### src/core/regulator_profile_pkg.sv
package regulator_profile_pkg;

    // Register addresses on the serial bus.
    localparam logic [7:0] ADDR_PROFILE_THREE = 8'h03;
    localparam logic [7:0] ADDR_PULLDOWN      = 8'h04;
    localparam logic [7:0] ADDR_CLOCK_FREQ    = 8'h05;
    localparam logic [7:0] ADDR_SLEW          = 8'h06;

    // Reset values.
    localparam logic [7:0] RST_PROFILE_THREE = 8'h9e;
    localparam logic [7:0] RST_PULLDOWN      = 8'he0;
    localparam logic [7:0] RST_CLOCK_FREQ    = 8'h00;
    localparam logic [7:0] RST_SLEW          = 8'h01;
    localparam logic [7:0] READ_UNMAPPED     = 8'h00;

    // Writable bits of the two read/write registers.
    localparam logic [7:0] MASK_PROFILE = 8'hff;
    localparam logic [7:0] MASK_PULLDOWN = 8'he0;

    // Profile register fields.
    localparam int PWM_FORCE_BIT    = 7;
    localparam int CLOCK_FOLLOW_BIT = 6;
    localparam int VOUT_MSB         = 5;
    localparam int VOUT_W           = 6;

    // Pulldown register fields.
    localparam int ENABLE_PIN_PULLDOWN_BIT   = 7;
    localparam int SEL0_PD_BIT = 6;
    localparam int SEL1_PD_BIT = 5;

    // Clock frequency field and slew register fields.
    localparam int FREQ_MSB       = 7;
    localparam int FREQ_LSB       = 6;
    localparam int SLEW_MSB       = 7;
    localparam int SLEW_LSB       = 5;
    localparam int POWER_SAVE_BIT = 4;
    localparam int KEEP_OSC_BIT   = 3;
    localparam int RAMP_DOWN_BIT  = 1;

    // Profile selection codes from {select_pin1, select_pin0}.
    localparam logic [1:0] SEL_PROFILE_ZERO  = 2'h0;
    localparam logic [1:0] SEL_PROFILE_ONE   = 2'h1;
    localparam logic [1:0] SEL_PROFILE_TWO   = 2'h2;
    localparam logic [1:0] SEL_PROFILE_THREE = 2'h3;

    // Serial bus agent address; the value is arbitrary.
    localparam logic [6:0] BUS_ADDR_DEFAULT = 7'h4a;
    localparam logic [2:0] LAST_BIT         = 3'h7;

    // Pin synchroniser layout and idle levels.
    localparam int PIN_W      = 7;
    localparam int PIN_SCL    = 0;
    localparam int PIN_SDA    = 1;
    localparam int PIN_SEL0   = 2;
    localparam int PIN_SEL1   = 3;
    localparam int PIN_EN     = 4;
    localparam int PIN_UVLO_L = 5;
    localparam int PIN_UVLO_P = 6;
    localparam logic [PIN_W-1:0] PIN_IDLE = 7'h13;

    // One output-voltage profile.
    typedef struct packed {
        logic              pwm_force;
        logic              clock_follow;
        logic [VOUT_W-1:0] vout_code;
    } profile_s;

    // Bus FSM states.
    typedef enum logic [3:0] {
        ST_IDLE,
        ST_ADDR,
        ST_ADDR_ACK,
        ST_PTR,
        ST_PTR_ACK,
        ST_WDATA,
        ST_WDATA_ACK,
        ST_RDATA,
        ST_RDATA_ACK
    } bus_state_e;

endpackage

### src/core/pin_sync3.sv
`timescale 1ns/1ps
module pin_sync3 #(
    parameter int         W         = 1,
    parameter logic [W-1:0] IDLE_VAL = '0
) (
    input  wire logic         clock,
    input  wire logic         rst,
    input  wire logic [W-1:0] async_in,
    output logic [W-1:0]      level
);

    ////////////////////////////////////////////////////////////////////////////
    // Three stages per bit; the level moves once stages two and three agree.
    genvar i;
    generate
        for (i = 0; i < W; i++)
        begin : g_bit
            logic s1_r;
            logic s2_r;
            logic s3_r;
            always_ff @(posedge clock)
            begin
                if (rst)
                begin
                    s1_r     <= IDLE_VAL[i];
                    s2_r     <= IDLE_VAL[i];
                    s3_r     <= IDLE_VAL[i];
                    level[i] <= IDLE_VAL[i];
                end
                else
                begin
                    s1_r <= async_in[i];
                    s2_r <= s1_r;
                    s3_r <= s2_r;
                    if (s2_r == s3_r)
                    begin
                        level[i] <= s3_r;
                    end
                end
            end
        end
    endgenerate

endmodule

### src/core/regulator_profile_control_regs.sv
`timescale 1ns/1ps
import regulator_profile_pkg::*;

module regulator_profile_control_regs #(
    parameter logic [6:0] BUS_ADDR = BUS_ADDR_DEFAULT
) (
    input  wire logic         clock,
    input  wire logic         rst,
    input  wire logic         scl,
    input  wire logic         sda_in,
    output logic              sda_out,
    output logic              sda_oe,
    input  wire logic         select_pin0,
    input  wire logic         select_pin1,
    input  wire logic         enable_pin,
    input  wire logic         uvlo_logic,
    input  wire logic         uvlo_power_input,
    input  wire profile_s     profile_zero,
    input  wire profile_s     profile_one,
    input  wire profile_s     profile_two,
    output profile_s          active_profile,
    output logic              enable_pin_pulldown,
    output logic              select_pin0_pulldown,
    output logic              select_pin1_pulldown,
    output logic [1:0]        ext_clock_freq,
    output logic [2:0]        slew_rate_code,
    output logic              pin_power_save,
    output logic              keep_oscillator_on,
    output logic              active_ramp_down
);

    ////////////////////////////////////////////////////////////////////////////
    // Pin synchronisers.

    logic [PIN_W-1:0] pins_raw;
    logic [PIN_W-1:0] pins_s;

    // All pins come from outside the clock domain.
    assign pins_raw = {uvlo_power_input, uvlo_logic, enable_pin, select_pin1,
                       select_pin0, sda_in, scl};

    pin_sync3 #(
        .W        (PIN_W),
        .IDLE_VAL (PIN_IDLE)
    ) u_pin_sync (
        .clock    (clock),
        .rst      (rst),
        .async_in (pins_raw),
        .level    (pins_s)
    );

    ////////////////////////////////////////////////////////////////////////////
    // Bus edge and condition detection on the filtered levels.

    logic scl_prev_r;
    logic sda_prev_r;
    logic scl_rise;
    logic scl_fall;
    logic bus_start;
    logic bus_stop;
    logic uvlo_any;

    // Previous levels for edge detection.
    always_ff @(posedge clock)
    begin
        if (rst)
        begin
            scl_prev_r <= 1'b1;
            sda_prev_r <= 1'b1;
        end
        else
        begin
            scl_prev_r <= pins_s[PIN_SCL];
            sda_prev_r <= pins_s[PIN_SDA];
        end
    end

    // Start and stop are data edges while the bus clock is high.
    assign scl_rise  = pins_s[PIN_SCL] & ~scl_prev_r;
    assign scl_fall  = ~pins_s[PIN_SCL] & scl_prev_r;
    assign bus_start = pins_s[PIN_SCL] & scl_prev_r & sda_prev_r & ~pins_s[PIN_SDA];
    assign bus_stop  = pins_s[PIN_SCL] & scl_prev_r & ~sda_prev_r & pins_s[PIN_SDA];
    assign uvlo_any  = pins_s[PIN_UVLO_L] | pins_s[PIN_UVLO_P];

    ////////////////////////////////////////////////////////////////////////////
    // Register storage.

    logic [7:0] profile_three_ctrl_r;
    logic [7:0] pin_pulldown_ctrl_r;
    logic [7:0] ext_clock_freq_sel_r;
    logic [7:0] slew_power_save_ctrl_r;
    logic [7:0] rd_data;
    logic [7:0] shift_r;
    logic [7:0] ptr_r;
    logic       full_r;
    logic       wr_fire;
    bus_state_e state_r;

    // A byte is committed on the falling clock edge that ends its last bit.
    assign wr_fire = (state_r == ST_WDATA) && scl_fall && full_r;

    // Profile three: writable, restored on either supply lockout.
    always_ff @(posedge clock)
    begin
        if (rst || uvlo_any)
        begin
            profile_three_ctrl_r <= RST_PROFILE_THREE;
        end
        else if (wr_fire && ptr_r == ADDR_PROFILE_THREE)
        begin
            profile_three_ctrl_r <= shift_r & MASK_PROFILE;
        end
    end

    // Pulldown control: also restored whenever the enable pin sits low.
    always_ff @(posedge clock)
    begin
        if (rst || uvlo_any || !pins_s[PIN_EN])
        begin
            pin_pulldown_ctrl_r <= RST_PULLDOWN;
        end
        else if (wr_fire && ptr_r == ADDR_PULLDOWN)
        begin
            pin_pulldown_ctrl_r <= shift_r & MASK_PULLDOWN;
        end
    end

    // Read-only registers have no write path, so bus writes are dropped.
    always_ff @(posedge clock)
    begin
        if (rst || uvlo_any)
        begin
            ext_clock_freq_sel_r   <= RST_CLOCK_FREQ;
            slew_power_save_ctrl_r <= RST_SLEW;
        end
    end

    // Read multiplexer; addresses outside this bank read as zero.
    always_comb
    begin
        case (ptr_r)
            ADDR_PROFILE_THREE: rd_data = profile_three_ctrl_r;
            ADDR_PULLDOWN:      rd_data = pin_pulldown_ctrl_r;
            ADDR_CLOCK_FREQ:    rd_data = ext_clock_freq_sel_r;
            ADDR_SLEW:          rd_data = slew_power_save_ctrl_r;
            default:            rd_data = READ_UNMAPPED;
        endcase
    end

    ////////////////////////////////////////////////////////////////////////////
    // Serial bus agent: sample on rising clock, change data after falling.

    logic [2:0] bit_cnt_r;
    logic       rw_r;
    logic       oe_r;

    always_ff @(posedge clock)
    begin
        if (rst)
        begin
            state_r   <= ST_IDLE;
            shift_r   <= 8'h00;
            ptr_r     <= 8'h00;
            bit_cnt_r <= 3'h0;
            full_r    <= 1'b0;
            rw_r      <= 1'b0;
            oe_r      <= 1'b0;
        end
        else if (bus_start)
        begin
            // A repeated start keeps the pointer for a following read.
            state_r   <= ST_ADDR;
            bit_cnt_r <= 3'h0;
            full_r    <= 1'b0;
            oe_r      <= 1'b0;
        end
        else if (bus_stop)
        begin
            state_r <= ST_IDLE;
            oe_r    <= 1'b0;
        end
        else
        begin
            case (state_r)
                ST_ADDR, ST_PTR, ST_WDATA:
                begin
                    if (scl_rise && !full_r)
                    begin
                        shift_r   <= {shift_r[6:0], pins_s[PIN_SDA]};
                        bit_cnt_r <= bit_cnt_r + 3'h1;
                        full_r    <= (bit_cnt_r == LAST_BIT);
                    end
                    else if (scl_fall && full_r)
                    begin
                        full_r <= 1'b0;
                        if (state_r == ST_ADDR)
                        begin
                            if (shift_r[7:1] == BUS_ADDR)
                            begin
                                rw_r    <= shift_r[0];
                                oe_r    <= 1'b1;
                                state_r <= ST_ADDR_ACK;
                            end
                            else
                            begin
                                state_r <= ST_IDLE;
                            end
                        end
                        else if (state_r == ST_PTR)
                        begin
                            ptr_r   <= shift_r;
                            oe_r    <= 1'b1;
                            state_r <= ST_PTR_ACK;
                        end
                        else
                        begin
                            // Every byte is acknowledged, even when dropped.
                            ptr_r   <= ptr_r + 8'h01;
                            oe_r    <= 1'b1;
                            state_r <= ST_WDATA_ACK;
                        end
                    end
                end
                ST_ADDR_ACK, ST_RDATA_ACK:
                begin
                    if (state_r == ST_RDATA_ACK && scl_rise && pins_s[PIN_SDA])
                    begin
                        state_r <= ST_IDLE;
                    end
                    else if (scl_fall && (rw_r || state_r == ST_RDATA_ACK))
                    begin
                        shift_r   <= rd_data;
                        ptr_r     <= ptr_r + 8'h01;
                        oe_r      <= ~rd_data[7];
                        bit_cnt_r <= 3'h0;
                        state_r   <= ST_RDATA;
                    end
                    else if (scl_fall)
                    begin
                        oe_r    <= 1'b0;
                        state_r <= ST_PTR;
                    end
                end
                ST_PTR_ACK, ST_WDATA_ACK:
                begin
                    if (scl_fall)
                    begin
                        oe_r    <= 1'b0;
                        state_r <= ST_WDATA;
                    end
                end
                ST_RDATA:
                begin
                    if (scl_fall)
                    begin
                        if (bit_cnt_r == LAST_BIT)
                        begin
                            oe_r    <= 1'b0;
                            state_r <= ST_RDATA_ACK;
                        end
                        else
                        begin
                            shift_r <= {shift_r[6:0], 1'b0};
                            oe_r    <= ~shift_r[6];
                        end
                        bit_cnt_r <= bit_cnt_r + 3'h1;
                    end
                end
                default:
                begin
                    oe_r <= 1'b0;
                end
            endcase
        end
    end

    // The data pin is open drain: it only ever pulls low.
    assign sda_oe  = oe_r;
    assign sda_out = 1'b0 & oe_r;

    ////////////////////////////////////////////////////////////////////////////
    // Active profile selection, reevaluated every cycle from the pins.

    profile_s sel_profile;
    profile_s prof3;

    assign prof3.pwm_force    = profile_three_ctrl_r[PWM_FORCE_BIT];
    assign prof3.clock_follow = profile_three_ctrl_r[CLOCK_FOLLOW_BIT];
    assign prof3.vout_code    = profile_three_ctrl_r[VOUT_MSB:0];

    // Profiles zero to two live outside this bank and arrive as inputs.
    always_comb
    begin
        case ({pins_s[PIN_SEL1], pins_s[PIN_SEL0]})
            SEL_PROFILE_ZERO:  sel_profile = profile_zero;
            SEL_PROFILE_ONE:   sel_profile = profile_one;
            SEL_PROFILE_TWO:   sel_profile = profile_two;
            SEL_PROFILE_THREE: sel_profile = prof3;
            default:           sel_profile = profile_zero;
        endcase
    end

    // Registered so every output but the constant sda_out comes straight from a flip-flop.
    always_ff @(posedge clock)
    begin
        if (rst)
        begin
            active_profile <= '0;
        end
        else
        begin
            active_profile <= sel_profile;
        end
    end

    ////////////////////////////////////////////////////////////////////////////
    // Control outputs decoded from the register fields.

    always_ff @(posedge clock)
    begin
        if (rst)
        begin
            enable_pin_pulldown  <= RST_PULLDOWN[ENABLE_PIN_PULLDOWN_BIT];
            select_pin0_pulldown <= RST_PULLDOWN[SEL0_PD_BIT];
            select_pin1_pulldown <= RST_PULLDOWN[SEL1_PD_BIT];
        end
        else
        begin
            enable_pin_pulldown  <= pin_pulldown_ctrl_r[ENABLE_PIN_PULLDOWN_BIT];
            select_pin0_pulldown <= pin_pulldown_ctrl_r[SEL0_PD_BIT];
            select_pin1_pulldown <= pin_pulldown_ctrl_r[SEL1_PD_BIT];
        end
    end

    // Power-save force is ignored while the pin-selected profile (sel_profile, before its register) forces PWM.
    always_ff @(posedge clock)
    begin
        if (rst)
        begin
            ext_clock_freq     <= RST_CLOCK_FREQ[FREQ_MSB:FREQ_LSB];
            slew_rate_code     <= RST_SLEW[SLEW_MSB:SLEW_LSB];
            pin_power_save     <= 1'b0;
            keep_oscillator_on <= RST_SLEW[KEEP_OSC_BIT];
            active_ramp_down   <= RST_SLEW[RAMP_DOWN_BIT];
        end
        else
        begin
            ext_clock_freq     <= ext_clock_freq_sel_r[FREQ_MSB:FREQ_LSB];
            slew_rate_code     <= slew_power_save_ctrl_r[SLEW_MSB:SLEW_LSB];
            pin_power_save     <= slew_power_save_ctrl_r[POWER_SAVE_BIT]
                                  & ~sel_profile.pwm_force;
            keep_oscillator_on <= slew_power_save_ctrl_r[KEEP_OSC_BIT];
            active_ramp_down   <= slew_power_save_ctrl_r[RAMP_DOWN_BIT];
        end
    end

endmodule

### config.mk
export PLATFORM = sky130hd
export DESIGN_NAME = regulator_profile_control_regs
export DESIGN_NICKNAME = d
export VERILOG_FILES = /design/src/core/regulator_profile_pkg.sv /design/src/core/pin_sync3.sv /design/src/core/regulator_profile_control_regs.sv
export SDC_FILE = /design/constraint.sdc
export NUM_CORES = 1
export LEC_CHECK = 0
export BUFFER_PORTS_ARGS = -buffer_cell sky130_fd_sc_hd__buf_4
export CORE_ASPECT_RATIO = 1.25
export CORE_MARGIN = 2
export CORE_UTILIZATION = 57
export DETAILED_ROUTE_END_ITERATION = 16
export PLACE_DENSITY = 0.79
export SLEW_MARGIN = 20
export SYNTH_ARGS = -nofsm -noshare
export SYNTH_HDL_FRONTEND = slang
export SYNTH_SLANG_ARGS = --single-unit
### constraint.sdc
create_clock -name clock -period 2.4 [get_ports clock]
set_clock_uncertainty 0.2 [all_clocks]
set_input_delay 0.24 -clock clock [delete_from_list [all_inputs] [get_ports clock]]
set_output_delay 0.24 -clock clock [all_outputs]
set_load 0.01 [all_outputs]
=== Word level (Yosys, flattened, before mapping) ===
Index checks and enable logic that the tools add are counted.

* Register bits: 78
* Logic and storage cells: 185

* $add $sub $neg: 2
* Bitwise logic cells: 17
* Eq/ne operators: 41
* Reductions and logical operators: 33
* Mux-type cells: 46

{| class="wikitable"
|+ Operators by type and width
! kind !! number
|-
| $mux 8 || 11
|-
| $pmux 8 s3 || 2
|-
| $mux 4 || 9
|-
| $pmux 8 s4 || 1
|-
| $ne 4x4->1 const B || 6
|-
| $reduce_and 7->1 || 3
|-
| $ne 2x2->1 const B || 10
|-
| $eq 4x3->1 const B || 4
|-
| $eq 8x3->1 const B || 2
|-
| $pmux 4 s4 || 1
|-
| $pmux 8 s2 || 1
|-
| $reduce_and 8->1 || 2
|-
| $mux 1 || 13
|-
| $mux 3 || 4
|-
| $logic_and 1x1->1 || 9
|-
| $not 1->1 || 9
|-
| $pmux 3 s3 || 1
|-
| $add 8x1->8 const B || 1
|-
| $eq 4x2->1 const B || 2
|-
| $eq 8x2->1 const B || 1
|-
| $and 1x1->1 || 7
|-
| $eq 1x1->1 || 7
|-
| $eq 7x7->1 const B || 1
|-
| $ne 6x6->1 const B || 1
|-
| other kinds (22) || 31
|}

=== Longest topological paths before layout ===
Gate-level depths: netlist (run 1).

* Depth after elaboration: 8
* Depth in mapped cells: 9
* Gate-level depth less buffers: 7

=== Modules after synthesis ===
A second synthesis (run 1) with hierarchy kept.

* Cell total of the unflattened synthesis: 393
* Area total of the unflattened synthesis: 3,708.6 sq um

{| class="wikitable"
|+ By module, submodules not included
! module !! area an instance (sq um) !! seq. area each (sq um) !! instances !! cells each
|-
| regulator_profile_control_regs || 2,880.3 || 1,001.0 || 1 || 321
|-
| pin_sync3 || 828.3 || 560.5 || 1 || 72
|}

=== Worst setup path before layout (run 1) ===
No wires, ideal clock.

* Path kind: register to register
* Start: register state_r[1]
* End: register ptr_r[0]
* Cell stages (with the launch flop): 7
* Path buffers: 1
* Path slack: 446 ps
* Required time: 2,085 ps
* Arrival: 1,639 ps
* Setup time: 115 ps
* Clock period less this slack: 1,954 ps
* Cells stage by stage: dfxtp_1 buf_6 or4b_4 o22ai_4 a21o_2 a2111oi_0 o21a_1

* Word-level cells in the longest chain between the ends: 6

{| class="wikitable"
|+ RTL lines
! item !! line !! RTL
|-
| start, declared || regulator_profile_control_regs.sv:97 || <nowiki>bus_state_e state_r;</nowiki>
|-
| start signal, assigned || regulator_profile_control_regs.sv:161 || <nowiki>state_r <= ST_IDLE;</nowiki>
|-
| start signal, assigned || regulator_profile_control_regs.sv:172 || <nowiki>state_r <= ST_ADDR;</nowiki>
|-
| start signal, assigned || regulator_profile_control_regs.sv:179 || <nowiki>state_r <= ST_IDLE;</nowiki>
|-
| $eq 4x2->1 || regulator_profile_control_regs.sv:184, regulator_profile_control_regs.sv:209 ||
|-
| $mux 8 || regulator_profile_control_regs.sv:209 || <nowiki>else if (state_r == ST_PTR)</nowiki>
|-
| $mux 8 || regulator_profile_control_regs.sv:196 || <nowiki>if (state_r == ST_ADDR)</nowiki>
|-
| $mux 8 || regulator_profile_control_regs.sv:193 || <nowiki>else if (scl_fall && full_r)</nowiki>
|-
| $mux 8 || regulator_profile_control_regs.sv:187 || <nowiki>if (scl_rise && !full_r)</nowiki>
|-
| $pmux 8 s2 || regulator_profile_control_regs.sv:184 || <nowiki>case (state_r)</nowiki>
|-
| end signal, assigned || regulator_profile_control_regs.sv:211 || <nowiki>ptr_r <= shift_r;</nowiki>
|-
| end signal, assigned || regulator_profile_control_regs.sv:218 || <nowiki>ptr_r <= ptr_r + 8'h01;</nowiki>
|-
| end signal, assigned || regulator_profile_control_regs.sv:233 || <nowiki>ptr_r <= ptr_r + 8'h01;</nowiki>
|-
| end, declared || regulator_profile_control_regs.sv:94 || <nowiki>logic [7:0] ptr_r;</nowiki>
|}

Several ways; a longest one is shown, not always the timed one. The select of a mux whose other input is x is not followed.
A chain may end at the register's enable or synchronous reset.

=== Worst setup path in the final report (run 1) ===
* Start: register u_pin_sync.level[0]
* End: register ptr_r[4]

* Word-level cells in the longest chain between the ends: 5

{| class="wikitable"
|+ RTL lines
! item !! line !! RTL
|-
| start, declared || pin_sync3.sv:9 || <nowiki>output logic [W-1:0] level</nowiki>
|-
| start signal, assigned by index || pin_sync3.sv:28 || <nowiki>level[i] <= IDLE_VAL[i];</nowiki>
|-
| start signal, assigned by index || pin_sync3.sv:37 || <nowiki>level[i] <= s3_r;</nowiki>
|-
| $and 1x1->1 (tied with other cells) || regulator_profile_control_regs.sv:79 || <nowiki>assign scl_rise = pins_s[PIN_SCL] & ~scl_prev_r;</nowiki>
|-
| $logic_and 1x1->1 (tied with other cells) (2 in series) || regulator_profile_control_regs.sv:226 || <nowiki>if (state_r == ST_RDATA_ACK && scl_rise && pins_s[PIN_SDA])</nowiki>
|-
| $ne 2x2->1 (no line) or $not 1->1 (tied branches) || - ||
|-
| $reduce_and 8->1 (no line) * || - ||
|}

Mark *: on every way between the ends. The rest lies on a longest branch, timed or not.

==> reports/qor.tcl, run 1 <==
set qor(status) {completed}
set qor(synthDominantCellAreaShare_pct) 41.4
set qor(grt_overflow_total) 0
set qor(holdCritPathClass) {in2reg}
set qor(cellPowerDensity_nw_per_um2) 568
set qor(coreArea_um2) 6480
set qor(drt_wl_total_um) 8600
set qor(proportion_of_synthesized_area_in_mux_cells_pct) 9.59
set qor(achievable-frequency_mhz) 454
set qor(postSynthRegisterBits) 78
set qor(vias) 3201
set qor(ir_worst_vdd_v) 0.000690
set qor(fin_util_pct) 68.3
set qor(design.portCount) 54
set qor(synth.cells.most_frequent) {78 x dfxtp_1, 34 x nor2_1, 27 x a21oi_1, 27 x nand2_1, 17 x mux2i_1}
set qor(totalNegativeSetupSlack_ns) 0
set qor(postLayoutCellArea_um2) 4430
set qor(place.gp.congestion) 0.938
set qor(final_layout_size_suffix_gt1_share_pct) 25.5
set qor(grt_util_all_layers_pct) 23.5
set qor(slew_violations) 0
set qor(synth_adder_area_share_pct) 1.66
set qor(post-route-min-period_ns) 2.20
set qor(detail-route-antenna-nets) 0
set qor(synth-compound-area-share_pct) 17.7
set qor(die_width_um) 76.7
set qor(num_rows) 33
set qor(max_slew.worst_pin.slew_ns) 0.553
set qor(diodes) 0
set qor(place.detailed.instances) 523
set qor(first_global_vias) 2905
set qor(critPathCaptureType) {flop}
set qor(synthDominantAreaCellType) {dfxtp_1}
set qor(synth-edff-count) 0
set qor(synth_top_cells_by_area) {dfxtp_1 41%, mux4_2 4.8%, mux2i_1 4.5%}
set qor(yosys.area_share.xor_xnor_pct) 0.465
set qor(port-buffer-count) 44
set qor(synth.distinct_cells) 64
set qor(synthSimpleGateAreaFrac_pct) 22.9
set qor(synth-async-reset-ratio_pct) 0
set qor(timing.critical_path.fanout_max) 9
set qor(design.die.area_um2) 7280
set qor(grt_antenna_before_repair) 0
set qor(wire_per_inst_um) 15.8
set qor(synth_most_common_cell) {dfxtp_1}
set qor(max_cap_violations) 0
set qor(place_area_um2) 4150
set qor(synthFlopType) {dfxtp_1}
set qor(synth_top_family_by_area) {simple AND/OR/NAND/NOR gates}
set qor(worst-setup-path-type) {reg2reg}
set qor(timing.critical_path.required_ns) 2.49
set qor(power.leakage_nw) 1.76
set qor(clk_root_buffer_cell) {clkbuf_8}
set qor(synth_seq_area_share_pct) 41.4
set qor(syn-instance-count) 404
set qor(initial_core_util_pct) 58.2
set qor(final_min_period_over_clock_period_pct) 91.8
set qor(drtIter0Drc) 254
set qor(clock_path_buffers) 2
set qor(area.growth.synth_to_final_pct) 17.5
set qor(slew_headroom_pct) 63.1
set qor(firstDrtPassIters) 6
set qor(worst-endpoint-arrival_ns) 2.29
set qor(cts_tree) {yes}
set qor(hold_violations) 0
set qor(sort_of_element_at_the_start_of_the_critical_path) {flop}
set qor(route.detailed.drc) 0
set qor(rsz0062_at_grt) {false}
set qor(grt_first_pass_wirelength_um) 13500
set qor(dieHeight_um) 94.9
set qor(h-tree-depth) 3
set qor(post_layout_nonfiller_instances) 546
set qor(yosys_warnings) 0
set qor(path_clk_slew_ns) 0.09
set qor(syn-cell-area_um2) 3770
set qor(synth_area_per_inst_um2) 9.33
set qor(detailedPlacementHpwl_um) 6030
set qor(clk_latency_ns) 0.36
set qor(final_net_count) 492
set qor(cts.sinks) 78
set qor(final-setup-viol-count) 0
set qor(vias_per_cell) 5.86
set qor(tritoncts.num_buffers) 9
set qor(grt_start_max_net_pins) 51
-- routing by layer --
layer,up-vias,share of wire [%],track usage [%]
met3,20,4.1,4.02
met1,1533,41,26.8
met5,-,0,0
li1,1543,-,-
met4,0,2.8,14.2
met2,105,52,41.2
-- worst paths after layout --
path / slack [ns] / start / endpoint / cells past startpoint
worst min register to register: 0.21 / u_pin_sync.g_bit[1].s1_r / u_pin_sync.g_bit[1].s2_r / 1
worst max-delay path: 0.20 / u_pin_sync.level[0] / ptr_r[4] / 6
worst min-delay path: 0.1 / profile_zero[1] / active_profile[1] / 3
worst max register to register: 0.20 / u_pin_sync.level[0] / ptr_r[4] / 6
-- repair_timing --
item                       CTS  global route
hold endpoints to repair     7             0
hold buffers                 7             0
setup endpoints to repair    0            24
buffers inserted             0             0
resized for setup            0             5
-- state kept, by name (all words and copies together) (netlist names) --
name	flops
active_profile	8
prof3	8
ptr_r	8
shift_r	8
u_pin_sync.g_bit.s1_r	7
u_pin_sync.g_bit.s2_r	7
u_pin_sync.g_bit.s3_r	7
u_pin_sync.level	7
state_r	4
bit_cnt_r	3
pin_pulldown_ctrl_r	3
enable_pin_pulldown	1
full_r	1
rw_r	1
scl_prev_r	1
sda_oe	1
sda_prev_r	1
select_pin0_pulldown	1
select_pin1_pulldown	1
-- cell families after synthesis --
| kind of cell | after synthesis |
|---|---|
| DFF | 78 |
| adders and majority gates | 5 |
| buffers and inverters | 42 |
| muxes | 26 |
| AOI/OAI and AO/OA | 95 |
| and+or+nand+nor | 155 |
| xor gates and xnor gates | 2 |
| other | 1 |
-- cells in the final DEF (no fill, tap or decap), types with 4 or more instances in the layout --
master	instances
and2_1	11
nor3_1	7
nand2_1	27
mux2i_1	17
nand3_1	13
dfxtp_1	74
dfxtp_2	4
inv_1	7
conb_1	9
o21ai_0	16
nand3b_1	5
clkbuf_8	9
mux4_2	8
ha_1	5
or2_2	13
dlygate4sd3_1	7
o31ai_1	8
a211oi_1	9
a21oi_1	26
nor2b_1	12
nor2_1	34
or3_1	4
buf_4	59
a22oi_1	7
-- through the flow --
stage          setup WS [ns]  total power [mW]  hold slack, ns
6_report               0.197              2.52          0.0959
5_1_grt               0.0488              2.59          0.0981
4_1_cts               0.0341              2.54          0.0860
3_5_place_dp          0.0480              1.51           0.197
3_3_place_gp           0.176              1.51           0.191
2_1_floorplan          0.446              1.45           0.144
-- final cells by class --
class                   instances  area, µm²
inverters                       7       26.3
fillers                       498       2050
clock buffers                   9        124
repair buffers                 66        513
well taps                      87        109
flip-flops and latches         78       1570
multi-input cells             292       2010
clock inverters                 7       81.3
-- power breakdown --
part | switching, mW | total [mW] | internal [mW] | leakage, nW
Sequential | 0.0116 | 1.33 | 1.32 | 0.637
Combinational | 0.0721 | 0.163 | 0.0906 | 1.01
Clock | 0.528 | 1.02 | 0.496 | 0.106
-- worst max-delay path, cell delays in order, from the launching register on --
cell       delay (ns)
dfxtp_1          0.37
nand3b_2         0.27
a2111oi_1        0.53
nor3_1           0.09
buf_4            0.18
or3_1            0.35
a21oi_1          0.14
No activity file was read; power rests on OpenSTA's default activity.
==> run 2, diff against run 1 <==
--- a/config.mk
+++ b/config.mk
@@ -8,9 +8,10 @@
 export BUFFER_PORTS_ARGS = -buffer_cell sky130_fd_sc_hd__buf_4
 export CORE_ASPECT_RATIO = 1.25
 export CORE_MARGIN = 2
-export CORE_UTILIZATION = 57
+export CORE_UTILIZATION = 59
+export CTS_BUF_LIST = sky130_fd_sc_hd__clkbuf_4 sky130_fd_sc_hd__clkbuf_8
 export DETAILED_ROUTE_END_ITERATION = 16
-export PLACE_DENSITY = 0.79
+export PLACE_DENSITY_LB_ADDON = 0.05
 export SLEW_MARGIN = 20
 export SYNTH_ARGS = -nofsm -noshare
 export SYNTH_HDL_FRONTEND = slang
==> run 2 against run 1 <==
Net effect:
- hold slack hardly changed
- worst setup slack worse by 0.023 ns
- sequential share of layout area is 0.38 points lower
- sequential power hardly changed
- combinational power is 6% lower
- via count is 1.9% lower
- power is 3.8% higher
- clock-buffer cell count is 1 higher
- sequential cell count stayed put
- register-to-register slack worse by 0.02 ns
- first-iteration DRC count is 30% lower
- critical path type unchanged
- largest cell class unchanged
==> reports/qor.tcl, run 2 (synthesis gave the netlist of run 1 again) <==
set qor(die_width_um) 75.5
set qor(achievable-frequency_mhz) 449
set qor(cellPowerDensity_nw_per_um2) 584
set qor(cts.sinks) 78
set qor(coreArea_um2) 6170
set qor(initial_core_util_pct) 61.1
set qor(grt_first_pass_wirelength_um) 13700
set qor(power.leakage_nw) 1.77
set qor(final_net_count) 493
set qor(final-setup-viol-count) 0
set qor(timing.critical_path.required_ns) 2.48
set qor(hold_violations) 0
set qor(holdCritPathClass) {in2reg}
set qor(drt_wl_total_um) 8680
set qor(cts_tree) {yes}
set qor(timing.critical_path.fanout_max) 9
set qor(num_rows) 32
set qor(detail-route-antenna-nets) 0
set qor(max_cap_violations) 0
set qor(worst-setup-path-type) {reg2reg}
set qor(rsz0062_at_grt) {false}
set qor(grt_antenna_before_repair) 0
set qor(worst_slack_ns) 0.174
set qor(sort_of_element_at_the_start_of_the_critical_path) {flop}
set qor(path_clk_slew_ns) 0.09
set qor(layout_commonest_cell) {dfxtp_1}
set qor(post-route-min-period_ns) 2.23
set qor(vias) 3140
set qor(regToRegEndpoint) {ptr_r[4]}
set qor(worst_hold_path.num_cells) 3
set qor(dieHeight_um) 93.4
set qor(status) {completed}
set qor(hold_path.startpoint) {profile_zero[4]}
set qor(detailedPlacementHpwl_um) 6230
set qor(totalNegativeSetupSlack_ns) 0
set qor(firstDrtPassIters) 4
set qor(design.portCount) 54
set qor(worstRegToRegCells) 6
set qor(slew_violations) 0
set qor(vias_per_cell) 5.76
set qor(first_global_vias) 2883
set qor(worst-endpoint-arrival_ns) 2.31
set qor(wire_per_inst_um) 15.9
set qor(grt_util_all_layers_pct) 26.0
set qor(place.gp.congestion) 0.893
set qor(diodes) 0
set qor(slew_headroom_pct) 60.8
set qor(final_layout_size_suffix_gt1_share_pct) 25.2
set qor(critPathCaptureType) {flop}
set qor(commonest_cells_after_routing_fill_and_taps_aside) {75 x dfxtp_1, 58 x buf_4, 34 x nor2_1}
set qor(grt_start_max_net_pins) 34
set qor(design.die.area_um2) 7050
set qor(tritoncts.num_buffers) 9
set qor(crit-reg2reg-launch) {full_r}
set qor(timing.hold.worst_endpoint) {active_profile[4]}
set qor(drtIter0Drc) 179
set qor(grt_overflow_total) 0
set qor(h-tree-depth) 3
set qor(clk_latency_ns) 0.35
set qor(r2r_slack_ns) 0.17
set qor(route.detailed.drc) 0
set qor(port-buffer-count) 44
set qor(final_min_period_over_clock_period_pct) 92.8
set qor(area.growth.synth_to_final_pct) 18.7
set qor(clock_path_buffers) 2
set qor(preCtsSetupSlack_ns) 0.122
set qor(max_slew.worst_pin.slew_ns) 0.588
set qor(clk_root_buffer_cell) {clkbuf_8}
set qor(ir_worst_vdd_v) 0.000534
-- run 2: area by class of cell --
cell class,instances,area (µm²)
fill,472,1690
sequential,78,1570
tap,85,106
inverter,7,26.3
clock inverter,6,93.8
multi-input combinational,292,2010
timing repair buffer,67,536
clock buffer,10,138
-- run 2: per-layer routing --
metal  GRT usage [%]  share of wire [%]
met1            33.6                 43
met2            42.2                 51
met3            5.93                4.2
met4            8.77                1.6
met5               0                  0
-- run 2: timing repair --
| action | in CTS | in global routing |
|---|---|---|
| resized for setup | 0 | 4 |
| endpoints found under the setup margin | 0 | 25 |
| hold endpoints to repair | 10 | 0 |
| hold buffers | 8 | 0 |
| setup buffers | 0 | 0 |
-- run 2: through the flow --
stage	hold slack [ns]	std cells	power [mW]	utilization, %	area (µm²)
floorplan	0.144	412	1.45	-	3800
global placement	0.191	521	1.51	67.4	4160
detailed placement	0.193	521	1.51	67.4	4160
CTS	0.0876	545	2.63	72.5	4470
global route	0.100	545	2.70	72.6	4480
finish	0.0957	545	2.61	72.6	4480
-- run 2: where the power goes --
| group | leakage [nW] | switching, mW | internal [mW] |
|---|---|---|---|
| clock network | 0.118 | 0.499 | 0.623 |
| registers | 0.637 | 0.0198 | 1.32 |
| logic | 1.02 | 0.0646 | 0.0882 |
-- run 2: worst max-delay path, stage by stage, from the launching register on --
cell and delay, ns:
dfxtp_1 0.44, nand3b_2 0.16, a2111oi_1 0.54, nor3_1 0.10, buf_4 0.20, or3_1 0.37
a21oi_1 0.14
-- run 2: how the worst max path moves through the flow --
stage	start	to	slack, ns	cells after the start
after floorplan	state_r[1]	ptr_r[0]	0.45	6
after global placement	state_r[2]	shift_r[7]	0.17	6
after detailed placement	state_r[0]	shift_r[2]	0.12	6
after CTS	state_r[0]	shift_r[2]	0.10	6
after global routing	full_r	ptr_r[4]	0.006	6
final	full_r	ptr_r[4]	0.17	6
